==> config.mk <==
export PLATFORM = sky130hd
export DESIGN_NAME = hpc_regs
export DESIGN_NICKNAME = d
export VERILOG_FILES = /design/src/hpc_pkg.sv /design/src/hpc_regs.sv
export SDC_FILE = /design/constraint.sdc
export NUM_CORES = 1
export LEC_CHECK = 0
export BUFFER_PORTS_ARGS = -buffer_cell sky130_fd_sc_hd__buf_2
export CAP_MARGIN = 25
export CORE_ASPECT_RATIO = 1.4
export CORE_MARGIN = 3
export CORE_UTILIZATION = 30
export DETAILED_ROUTE_END_ITERATION = 6
export PLACE_DENSITY = 0.56
export SYNTH_ARGS = -nofsm -noshare
export SYNTH_HDL_FRONTEND = slang
export SYNTH_SLANG_ARGS = --single-unit
==> constraint.sdc <==
create_clock -name core_clk -period 1.5 [get_ports core_clk]
set_input_delay 0.15 -clock core_clk [delete_from_list [all_inputs] [get_ports core_clk]]
set_output_delay 0.15 -clock core_clk [all_outputs]
set_load 0.02 [all_outputs]
==> src/hpc_pkg.sv <==
// Purpose: constants for the haptic playback control register slice
// Assumes: byte-wide register port fed by the serial-bus front end on core_clk
// Notes:   offsets are byte register addresses
package hpc_pkg;
    localparam int unsigned ADDR_W = 8;
    localparam int unsigned DATA_W = 8;

    // register addresses
    localparam logic [7:0] OFS_CORE_CFG    = 8'h13;
    localparam logic [7:0] OFS_KP_HI       = 8'h1c;
    localparam logic [7:0] OFS_KP_LO       = 8'h1d;
    localparam logic [7:0] OFS_KI_HI       = 8'h1e;
    localparam logic [7:0] OFS_KI_LO       = 8'h1f;
    localparam logic [7:0] OFS_THRESH      = 8'h20;
    localparam logic [7:0] OFS_MODE_CTL    = 8'h22;
    localparam logic [7:0] OFS_OVERRIDE    = 8'h23;
    localparam logic [7:0] OFS_SEQ_OPT     = 8'h24;

    // reset values
    localparam logic [7:0] RST_KP_HI       = 8'h0e;
    localparam logic [7:0] RST_KP_LO       = 8'h20;
    localparam logic [7:0] RST_KI_HI       = 8'h03;
    localparam logic [7:0] RST_KI_LO       = 8'h20;
    localparam logic [2:0] RST_BRAKE_CUT   = 3'h4;
    localparam logic [3:0] RST_TRACK_PAUSE = 4'h3;
    localparam logic [7:0] RST_OVERRIDE    = 8'h00;

    // field positions
    localparam int unsigned BIT_LOOP_EN    = 4;
    localparam int unsigned BIT_ACCEL_EN   = 2;
    localparam int unsigned BIT_GO         = 4;
    localparam int unsigned BIT_STANDBY    = 3;
    localparam int unsigned MODE_LSB       = 0;
    localparam int unsigned BRAKE_LSB      = 4;
    localparam int unsigned TRACK_LSB      = 0;
    localparam int unsigned BIT_TIMEBASE   = 2;
    localparam int unsigned BIT_WAVE       = 1;
    localparam int unsigned BIT_CHAIN      = 0;

    // override codes
    localparam logic [7:0] OVR_MOST_NEG    = 8'h80;
    localparam logic [7:0] OVR_MINUS_ONE   = 8'h81;

    // shortest frame time of each timebase, in microseconds
    localparam logic [13:0] FRAME_BASE_SLOW_US = 14'h1540; // 5.44 ms
    localparam logic [13:0] FRAME_BASE_FAST_US = 14'h0550; // 1.36 ms

    typedef enum logic [2:0] {
        HPC_MODE_INACTIVE = 3'b000,
        HPC_MODE_OVERRIDE = 3'b001,
        HPC_MODE_PWM      = 3'b010,
        HPC_MODE_REG_MEM  = 3'b011,
        HPC_MODE_EDGE_MEM = 3'b100
    } hpc_mode_t;
endpackage

==> src/hpc_regs.sv <==
// Purpose: configuration and playback control registers of a haptic driver
// Assumes: register port pulses come from logic on core_clk
// Notes:   read data appears one cycle after the read strobe
module hpc_regs (
    // clock and reset
    input  wire logic                      core_clk,
    input  wire logic                      rstn,
    // register port
    input  wire logic                      reg_wr,
    input  wire logic                      reg_rd,
    input  wire logic [hpc_pkg::ADDR_W-1:0] reg_addr,
    input  wire logic [hpc_pkg::DATA_W-1:0] reg_wdata,
    output logic      [hpc_pkg::DATA_W-1:0] reg_rdata,
    // sequencer and drive stage
    input  wire logic                      seq_done,
    input  wire logic [7:0]                absolute_max_drive,
    input  wire logic [7:0]                nominal_max_drive,
    // loop settings
    output logic      [15:0]               prop_gain,
    output logic      [15:0]               integ_gain,
    output logic      [2:0]                brake_cutoff_threshold,
    output logic      [3:0]                tracking_pause_threshold,
    output logic                           loop_compute_enable,
    output logic                           accel_enable,
    // mode decode
    output logic                           direct_override_mode,
    output logic                           pwm_input_mode,
    output logic                           register_triggered_memory_mode,
    output logic                           edge_triggered_memory_mode,
    // playback control
    output logic                           playback_go,
    output logic                           playback_start_pulse,
    output logic                           seq_stop_pulse,
    output logic                           enter_standby_pulse,
    output logic                           enter_idle_pulse,
    output logic                           custom_wave_select,
    output logic                           frame_timebase_select,
    output logic      [13:0]               frame_base_us,
    // direct override drive
    output logic      [7:0]                override_factor,
    output logic      [7:0]                drive_limit
);
    import hpc_pkg::*;

    typedef struct packed {
        logic [7:0]  kp_hi;
        logic [7:0]  kp_lo;
        logic [7:0]  ki_hi;
        logic [7:0]  ki_lo;
        logic [2:0]  brake;
        logic [3:0]  track;
        logic        loop_en;
        logic        accel_en;
        logic        go;
        logic        standby;
        logic [2:0]  mode;
        logic [7:0]  override_value;
        logic        timebase;
        logic        wave;
        logic        sequence_chain;
        logic [7:0]  rdata;
        logic        start_p;
        logic        stop_p;
        logic        standby_p;
        logic        idle_p;
        logic [3:0]  mode_hot;
        logic [7:0]  factor;
        logic [7:0]  limit;
        logic [13:0] frame_us;
    } hpc_state_t;

    hpc_state_t s_q;
    hpc_state_t s_d;

    localparam hpc_state_t RST_STATE = '{
        kp_hi: RST_KP_HI, kp_lo: RST_KP_LO, ki_hi: RST_KI_HI, ki_lo: RST_KI_LO,
        brake: RST_BRAKE_CUT, track: RST_TRACK_PAUSE, loop_en: 1'b1, accel_en: 1'b1,
        go: 1'b0, standby: 1'b0, mode: HPC_MODE_INACTIVE, override_value: RST_OVERRIDE,
        timebase: 1'b0, wave: 1'b0, sequence_chain: 1'b0, rdata: 8'h00,
        start_p: 1'b0, stop_p: 1'b0, standby_p: 1'b0, idle_p: 1'b0, mode_hot: 4'h0,
        factor: RST_OVERRIDE, limit: 8'h00, frame_us: FRAME_BASE_SLOW_US
    };

    logic       memory_mode;
    logic       chain_now;
    logic       wr_go;

    always_comb begin
        s_d = s_q;
        s_d.start_p   = 1'b0;
        s_d.stop_p    = 1'b0;
        s_d.standby_p = 1'b0;
        s_d.idle_p    = 1'b0;
        memory_mode = (s_q.mode == HPC_MODE_REG_MEM) || (s_q.mode == HPC_MODE_EDGE_MEM);
        chain_now   = seq_done && s_q.go && memory_mode && s_q.sequence_chain;
        wr_go       = reg_wr && (reg_addr == OFS_MODE_CTL);

        // end of a sequence: chain on, or fall back to idle/standby
        if (seq_done && s_q.go) begin
            if (chain_now) begin
                s_d.sequence_chain = 1'b0;
                s_d.start_p        = 1'b1;
            end else begin
                s_d.go        = 1'b0;
                s_d.standby_p = s_q.standby;
                s_d.idle_p    = ~s_q.standby;
            end
        end

        // register writes; a host write after the hardware update wins
        if (reg_wr) begin
            case (reg_addr)
                OFS_CORE_CFG: begin
                    s_d.loop_en  = reg_wdata[BIT_LOOP_EN];
                    s_d.accel_en = reg_wdata[BIT_ACCEL_EN];
                end
                OFS_KP_HI: s_d.kp_hi = reg_wdata;
                OFS_KP_LO: s_d.kp_lo = reg_wdata;
                OFS_KI_HI: s_d.ki_hi = reg_wdata;
                OFS_KI_LO: s_d.ki_lo = reg_wdata;
                OFS_THRESH: begin
                    s_d.brake = reg_wdata[BRAKE_LSB +: 3];
                    s_d.track = reg_wdata[TRACK_LSB +: 4];
                end
                OFS_MODE_CTL: begin
                    s_d.go      = reg_wdata[BIT_GO];
                    s_d.standby = reg_wdata[BIT_STANDBY];
                    s_d.mode    = reg_wdata[MODE_LSB +: 3];
                end
                OFS_OVERRIDE: s_d.override_value = reg_wdata;
                OFS_SEQ_OPT: begin
                    s_d.timebase = reg_wdata[BIT_TIMEBASE];
                    s_d.wave     = reg_wdata[BIT_WAVE];
                    // a host set in the clearing cycle is kept
                    s_d.sequence_chain = reg_wdata[BIT_CHAIN];
                end
                default: ;
            endcase
        end

        // playback go written: start on 1, stop and idle on 0
        if (wr_go) begin
            if (reg_wdata[BIT_GO]) begin
                s_d.start_p = 1'b1;
                s_d.idle_p  = 1'b0;
                s_d.standby_p = 1'b0;
            end else begin
                // a stop write cancels a chained start in the same cycle
                s_d.start_p   = 1'b0;
                s_d.stop_p    = 1'b1;
                s_d.idle_p    = 1'b1;
                s_d.standby_p = 1'b0;
            end
        end

        // read mux, undefined bits zero
        s_d.rdata = 8'h00;
        if (reg_rd) begin
            case (reg_addr)
                OFS_CORE_CFG: begin
                    s_d.rdata[BIT_LOOP_EN]  = s_q.loop_en;
                    s_d.rdata[BIT_ACCEL_EN] = s_q.accel_en;
                end
                OFS_KP_HI: s_d.rdata = s_q.kp_hi;
                OFS_KP_LO: s_d.rdata = s_q.kp_lo;
                OFS_KI_HI: s_d.rdata = s_q.ki_hi;
                OFS_KI_LO: s_d.rdata = s_q.ki_lo;
                OFS_THRESH: begin
                    s_d.rdata[BRAKE_LSB +: 3] = s_q.brake;
                    s_d.rdata[TRACK_LSB +: 4] = s_q.track;
                end
                OFS_MODE_CTL: begin
                    s_d.rdata[BIT_GO]         = s_q.go;
                    s_d.rdata[BIT_STANDBY]    = s_q.standby;
                    s_d.rdata[MODE_LSB +: 3]  = s_q.mode;
                end
                OFS_OVERRIDE: s_d.rdata = s_q.override_value;
                OFS_SEQ_OPT: begin
                    s_d.rdata[BIT_TIMEBASE] = s_q.timebase;
                    s_d.rdata[BIT_WAVE]     = s_q.wave;
                    s_d.rdata[BIT_CHAIN]    = s_q.sequence_chain;
                end
                default: s_d.rdata = 8'h00;
            endcase
        end

        // mode decode; reserved codes act as inactive
        case (s_d.mode)
            HPC_MODE_OVERRIDE: s_d.mode_hot = 4'h1;
            HPC_MODE_PWM:      s_d.mode_hot = 4'h2;
            HPC_MODE_REG_MEM:  s_d.mode_hot = 4'h4;
            HPC_MODE_EDGE_MEM: s_d.mode_hot = 4'h8;
            default:       s_d.mode_hot = 4'h0;
        endcase

        // override factor: 8'h80 maps to 8'h81, other negatives pass, all negatives go to 0 when accelerating
        if (s_d.override_value[7]) begin
            if (s_d.accel_en) begin
                s_d.factor = 8'h00;
            end else if (s_d.override_value == OVR_MOST_NEG) begin
                s_d.factor = OVR_MINUS_ONE;
            end else begin
                s_d.factor = s_d.override_value;
            end
        end else begin
            s_d.factor = s_d.override_value;
        end
        s_d.limit = s_d.accel_en ? absolute_max_drive : nominal_max_drive;

        s_d.frame_us = s_d.timebase ? FRAME_BASE_FAST_US : FRAME_BASE_SLOW_US;
    end

    always_ff @(posedge core_clk or negedge rstn) begin
        if (!rstn) begin
            s_q <= RST_STATE;
        end else begin
            s_q <= s_d;
        end
    end

    assign reg_rdata                      = s_q.rdata;
    assign prop_gain                      = {s_q.kp_hi, s_q.kp_lo};
    assign integ_gain                     = {s_q.ki_hi, s_q.ki_lo};
    assign brake_cutoff_threshold         = s_q.brake;
    assign tracking_pause_threshold       = s_q.track;
    assign loop_compute_enable            = s_q.loop_en;
    assign accel_enable                   = s_q.accel_en;
    assign direct_override_mode           = s_q.mode_hot[0];
    assign pwm_input_mode                 = s_q.mode_hot[1];
    assign register_triggered_memory_mode = s_q.mode_hot[2];
    assign edge_triggered_memory_mode     = s_q.mode_hot[3];
    assign playback_go                    = s_q.go;
    assign playback_start_pulse           = s_q.start_p;
    assign seq_stop_pulse                 = s_q.stop_p;
    assign enter_standby_pulse            = s_q.standby_p;
    assign enter_idle_pulse               = s_q.idle_p;
    assign custom_wave_select             = s_q.wave;
    assign frame_timebase_select          = s_q.timebase;
    assign frame_base_us                  = s_q.frame_us;
    assign override_factor                = s_q.factor;
    assign drive_limit                    = s_q.limit;
endmodule // hpc_regs

==> results.cfg <==
[status]
result_of_the_run = finished, final reports clean

[final_layout]
final_nets = 507
area_growth_pct = 21.23
num-fill-cells = 1470
post_route_cells_drive_above_1_share = 0.5726

[flow_run]
maxCapViolCount = 0

[timing]
minimum_period_implied_by_the_final_worst_setup_slack_ns = 1.499
max_clock_freq_ghz = 0.6670
final_setup_violation_count = 0
layout_worst_path_cycle_share = 0.9995
finalHoldViolations = 0
number_of_max_slew_violations_in_the_final_report = 0
holdWs_ns = 0.03196
unrepaired_setup_endpoints_after_global_routing = yes
final_setup_skew_ns = 0.006274

[worst_setup_path]
worstSetupStartpointType = input port
worstRegToRegCells = 4
path_class = in2reg
path_max_fanout = 10
critPathCaptureType = register
critPathRequiredTime_ns = 1.73
worst-endpoint-arrival_ns = 1.73
worst_setup_path_startpoint = reg_addr[3]
r2r_start = prop_gain[2]
regToRegEndpoint = reg_rdata[2]
reg2reg_setup_slack_ns = 0.02

[yosys]
ys_warn_count = 0
seq_area_frac_synth = 0.4909
synth_ff_type = sky130_fd_sc_hd__dfrtp_1
synth_enable_flop_cells = 0
asyncSetResetFlopFracSynth = 1.000
postSynthRegisterBits = 90
syn-mean-instance-area_um2 = 12.19
syn-instance-count = 379
mappedNetlistArea_um2 = 4621
yosys_cell_types = 54

[die]
die_area_um2 = 16950
core-area_um2 = 15050
top_level_ports = 127
chipWidth_um = 110.9
fp.dieH_um = 152.8
start_util = 0.3070
num_rows = 53

[worst_hold_path]
hp_start = nominal_max_drive[1]
worstHoldEndpoint = drive_limit[1]
worstHoldPathType = in2reg
hold_path_depth = 2

[routing]
final_antenna_net_count = 0
wl_per_cell_um = 17.82
routed_via_density = 4.678
detailroute.via_count = 3125
detailedRoute.firstPassIterationCount = 4
routed_wl_um = 11900
drt_iter0_drc = 157
drc = 0

[cts]
cts_buffer_depth = 2
clock_tree.root_cell = sky130_fd_sc_hd__clkbuf_16
clock_tree_from_tritoncts = built
htree_levels = 3
worst_skew_pair.late_latency_ns = 0.34
clk_pin_slew_ns = 0.07
inserted_clock_buffers = 9
clkSinkCount = 90

[place]
finalWeightedCongestion = 0.8820
dp.final_hpwl_um = 9308
buffer_ports.inserted = 114

[grt]
grt_start_max_net_pins = 48
initial_antenna_violation_count = 2
grt_usage = 0.1425
grt_pass1_wl_um = 18860
first_global_vias = 3359
gr-total-overflow = 0

[pwr]
power_leakage_uw = 0.002877
peakVddDrop_uv = 534.4
power.total_uw = 5758
pwr_density_cell_nw_per_um2 = 1028
[through the flow]
step,worst slack (ns),cell area (um2),std cells,util,setup TNS [ns]
final,0.0007938,5602,668,0.3721,0
after global routing,-0.04775,5602,668,0.3721,-0.1226
after CTS,0.004328,5567,666,0.3698,0
after detailed placement,-0.3598,5229,649,0.3474,-14.36
after global placement,-0.3533,5229,649,0.3474,-13.68
after floorplan,-0.1587,4667,389,-,-1.788
[power by group]
part / switching [uW] / internal (uW)
combinational: 416 / 285
sequential: 66.3 / 2540
clock: 943 / 1510
[synth_stat cells (4+ instances only)]
cell type / count / area [um2]
sky130_fd_sc_hd__nor2_1: 10 / 37.54
sky130_fd_sc_hd__a22oi_1: 6 / 45.04
sky130_fd_sc_hd__buf_2: 5 / 25.02
sky130_fd_sc_hd__inv_1: 5 / 18.77
sky130_fd_sc_hd__mux2i_1: 8 / 80.08
sky130_fd_sc_hd__clkbuf_1: 6 / 22.52
sky130_fd_sc_hd__a21boi_0: 7 / 52.55
sky130_fd_sc_hd__nand2_1: 12 / 45.04
sky130_fd_sc_hd__o21ai_0: 7 / 35.03
sky130_fd_sc_hd__nor2b_1: 5 / 31.28
sky130_fd_sc_hd__nand3_1: 8 / 40.04
sky130_fd_sc_hd__dfrtp_1: 77 / 1927
sky130_fd_sc_hd__mux4_2: 6 / 135.1
sky130_fd_sc_hd__and3_1: 5 / 31.28
sky130_fd_sc_hd__nor3b_1: 4 / 30.03
sky130_fd_sc_hd__mux2_2: 61 / 686.9
sky130_fd_sc_hd__buf_4: 79 / 593.1
sky130_fd_sc_hd__dfstp_2: 13 / 341.6
[area by class of cell]
cell class / instances / area (um2) / area share
Timing Repair Buffer: 163 / 1006 / 0.1796
Clock buffer: 10 / 239.0 / 0.04266
Multi-Input combinational cell: 201 / 1738 / 0.3103
Clock inverter: 6 / 88.84 / 0.01586
Sequential cell: 90 / 2268 / 0.4050
Inverter: 5 / 18.77 / 0.003350
Antenna cell: 1 / 2.502 / 0.0004467
Tap cell: 192 / 240.2 / 0.04289
[critical path, cell delays in order]
cell	delay [ns]
sky130_fd_sc_hd__buf_2	0.11
sky130_fd_sc_hd__or3_4	0.41
sky130_fd_sc_hd__nor4_4	0.25
sky130_fd_sc_hd__mux2i_4	0.32
sky130_fd_sc_hd__buf_12	0.15
sky130_fd_sc_hd__mux2_2	0.33
[layout by cell type (no fill, tap or decap), types with 4 or more instances in the layout]
cell / Yosys / final
sky130_fd_sc_hd__clkbuf_16: 0 / 9
sky130_fd_sc_hd__mux2i_1: 8 / 8
sky130_fd_sc_hd__a22oi_1: 6 / 6
sky130_fd_sc_hd__dfstp_2: 13 / 13
sky130_fd_sc_hd__mux4_2: 6 / 6
sky130_fd_sc_hd__nand3_1: 8 / 8
sky130_fd_sc_hd__dfrtp_1: 77 / 77
sky130_fd_sc_hd__and3_1: 5 / 5
sky130_fd_sc_hd__o21ai_0: 7 / 7
sky130_fd_sc_hd__mux2_2: 61 / 60
sky130_fd_sc_hd__a21boi_0: 7 / 4
sky130_fd_sc_hd__nor2b_1: 5 / 5
sky130_fd_sc_hd__conb_1: 2 / 12
sky130_fd_sc_hd__nand2_1: 12 / 12
sky130_fd_sc_hd__nor3b_1: 4 / 4
sky130_fd_sc_hd__inv_1: 5 / 5
sky130_fd_sc_hd__nor2_1: 10 / 10
sky130_fd_sc_hd__buf_12: 0 / 5
sky130_fd_sc_hd__buf_4: 79 / 44
sky130_fd_sc_hd__buf_2: 5 / 113
[cells by family (layout without fill, tap and decap cells)]
| kind of cell | Yosys count | after routing | share of synthesized area |
|---|---|---|---|
| AOI/OAI and AO/OA | 40 | 40 | 0.06391 |
| DFF | 90 | 90 | 0.4909 |
| other | 2 | 13 | 0.001625 |
| buffers and inverters | 98 | 184 | 0.1484 |
| muxes | 76 | 76 | 0.1982 |
| and+or+nand+nor | 73 | 73 | 0.09694 |
[metal layers]
| layer | vias up | track usage | routed length [um] |
|---|---|---|---|
| li1 | 1442 | - | - |
| met4 | 2 | 0.05634 | 246 |
| met1 | 1568 | 0.1573 | 4480 |
| met3 | 14 | 0.04198 | 729 |
| met2 | 99 | 0.2555 | 6430 |
| met5 | - | 0 | 13 |
[state kept, by name, summed over array words and instances, names as in the netlist, 3 cells and up]
signal	count
prop_gain	16
override_factor	8
reg_rdata	8
s_q	13
drive_limit	8
integ_gain	16
brake_cutoff_threshold	3
tracking_pause_threshold	4
[what timing repair did]
action | in CTS | in global routing
setup endpoints to repair | 1 | 18
gates resized for setup | 0 | 7
gates cloned | 0 | 0
pin swaps | 3 | 2
endpoints found under the hold margin | 20 | 0
hold buffers | 1 | 0
setup buffers | 0 | 1
[how the worst max path moves through the flow]
| stage | slack [ns] | endpoint | depth (start not counted) |
|---|---|---|---|
| final | 0.0008 | drive_limit[6] | 6 |
| after global routing | -0.05 | reg_rdata[2] | 4 |
| after CTS | 0.004 | reg_rdata[2] | 4 |
| after detailed placement | -0.36 | drive_limit[6] | 6 |
| after global placement | -0.35 | drive_limit[6] | 6 |
| after floorplan | -0.16 | drive_limit[0] | 4 |
(Power assumes the default switching activity.)
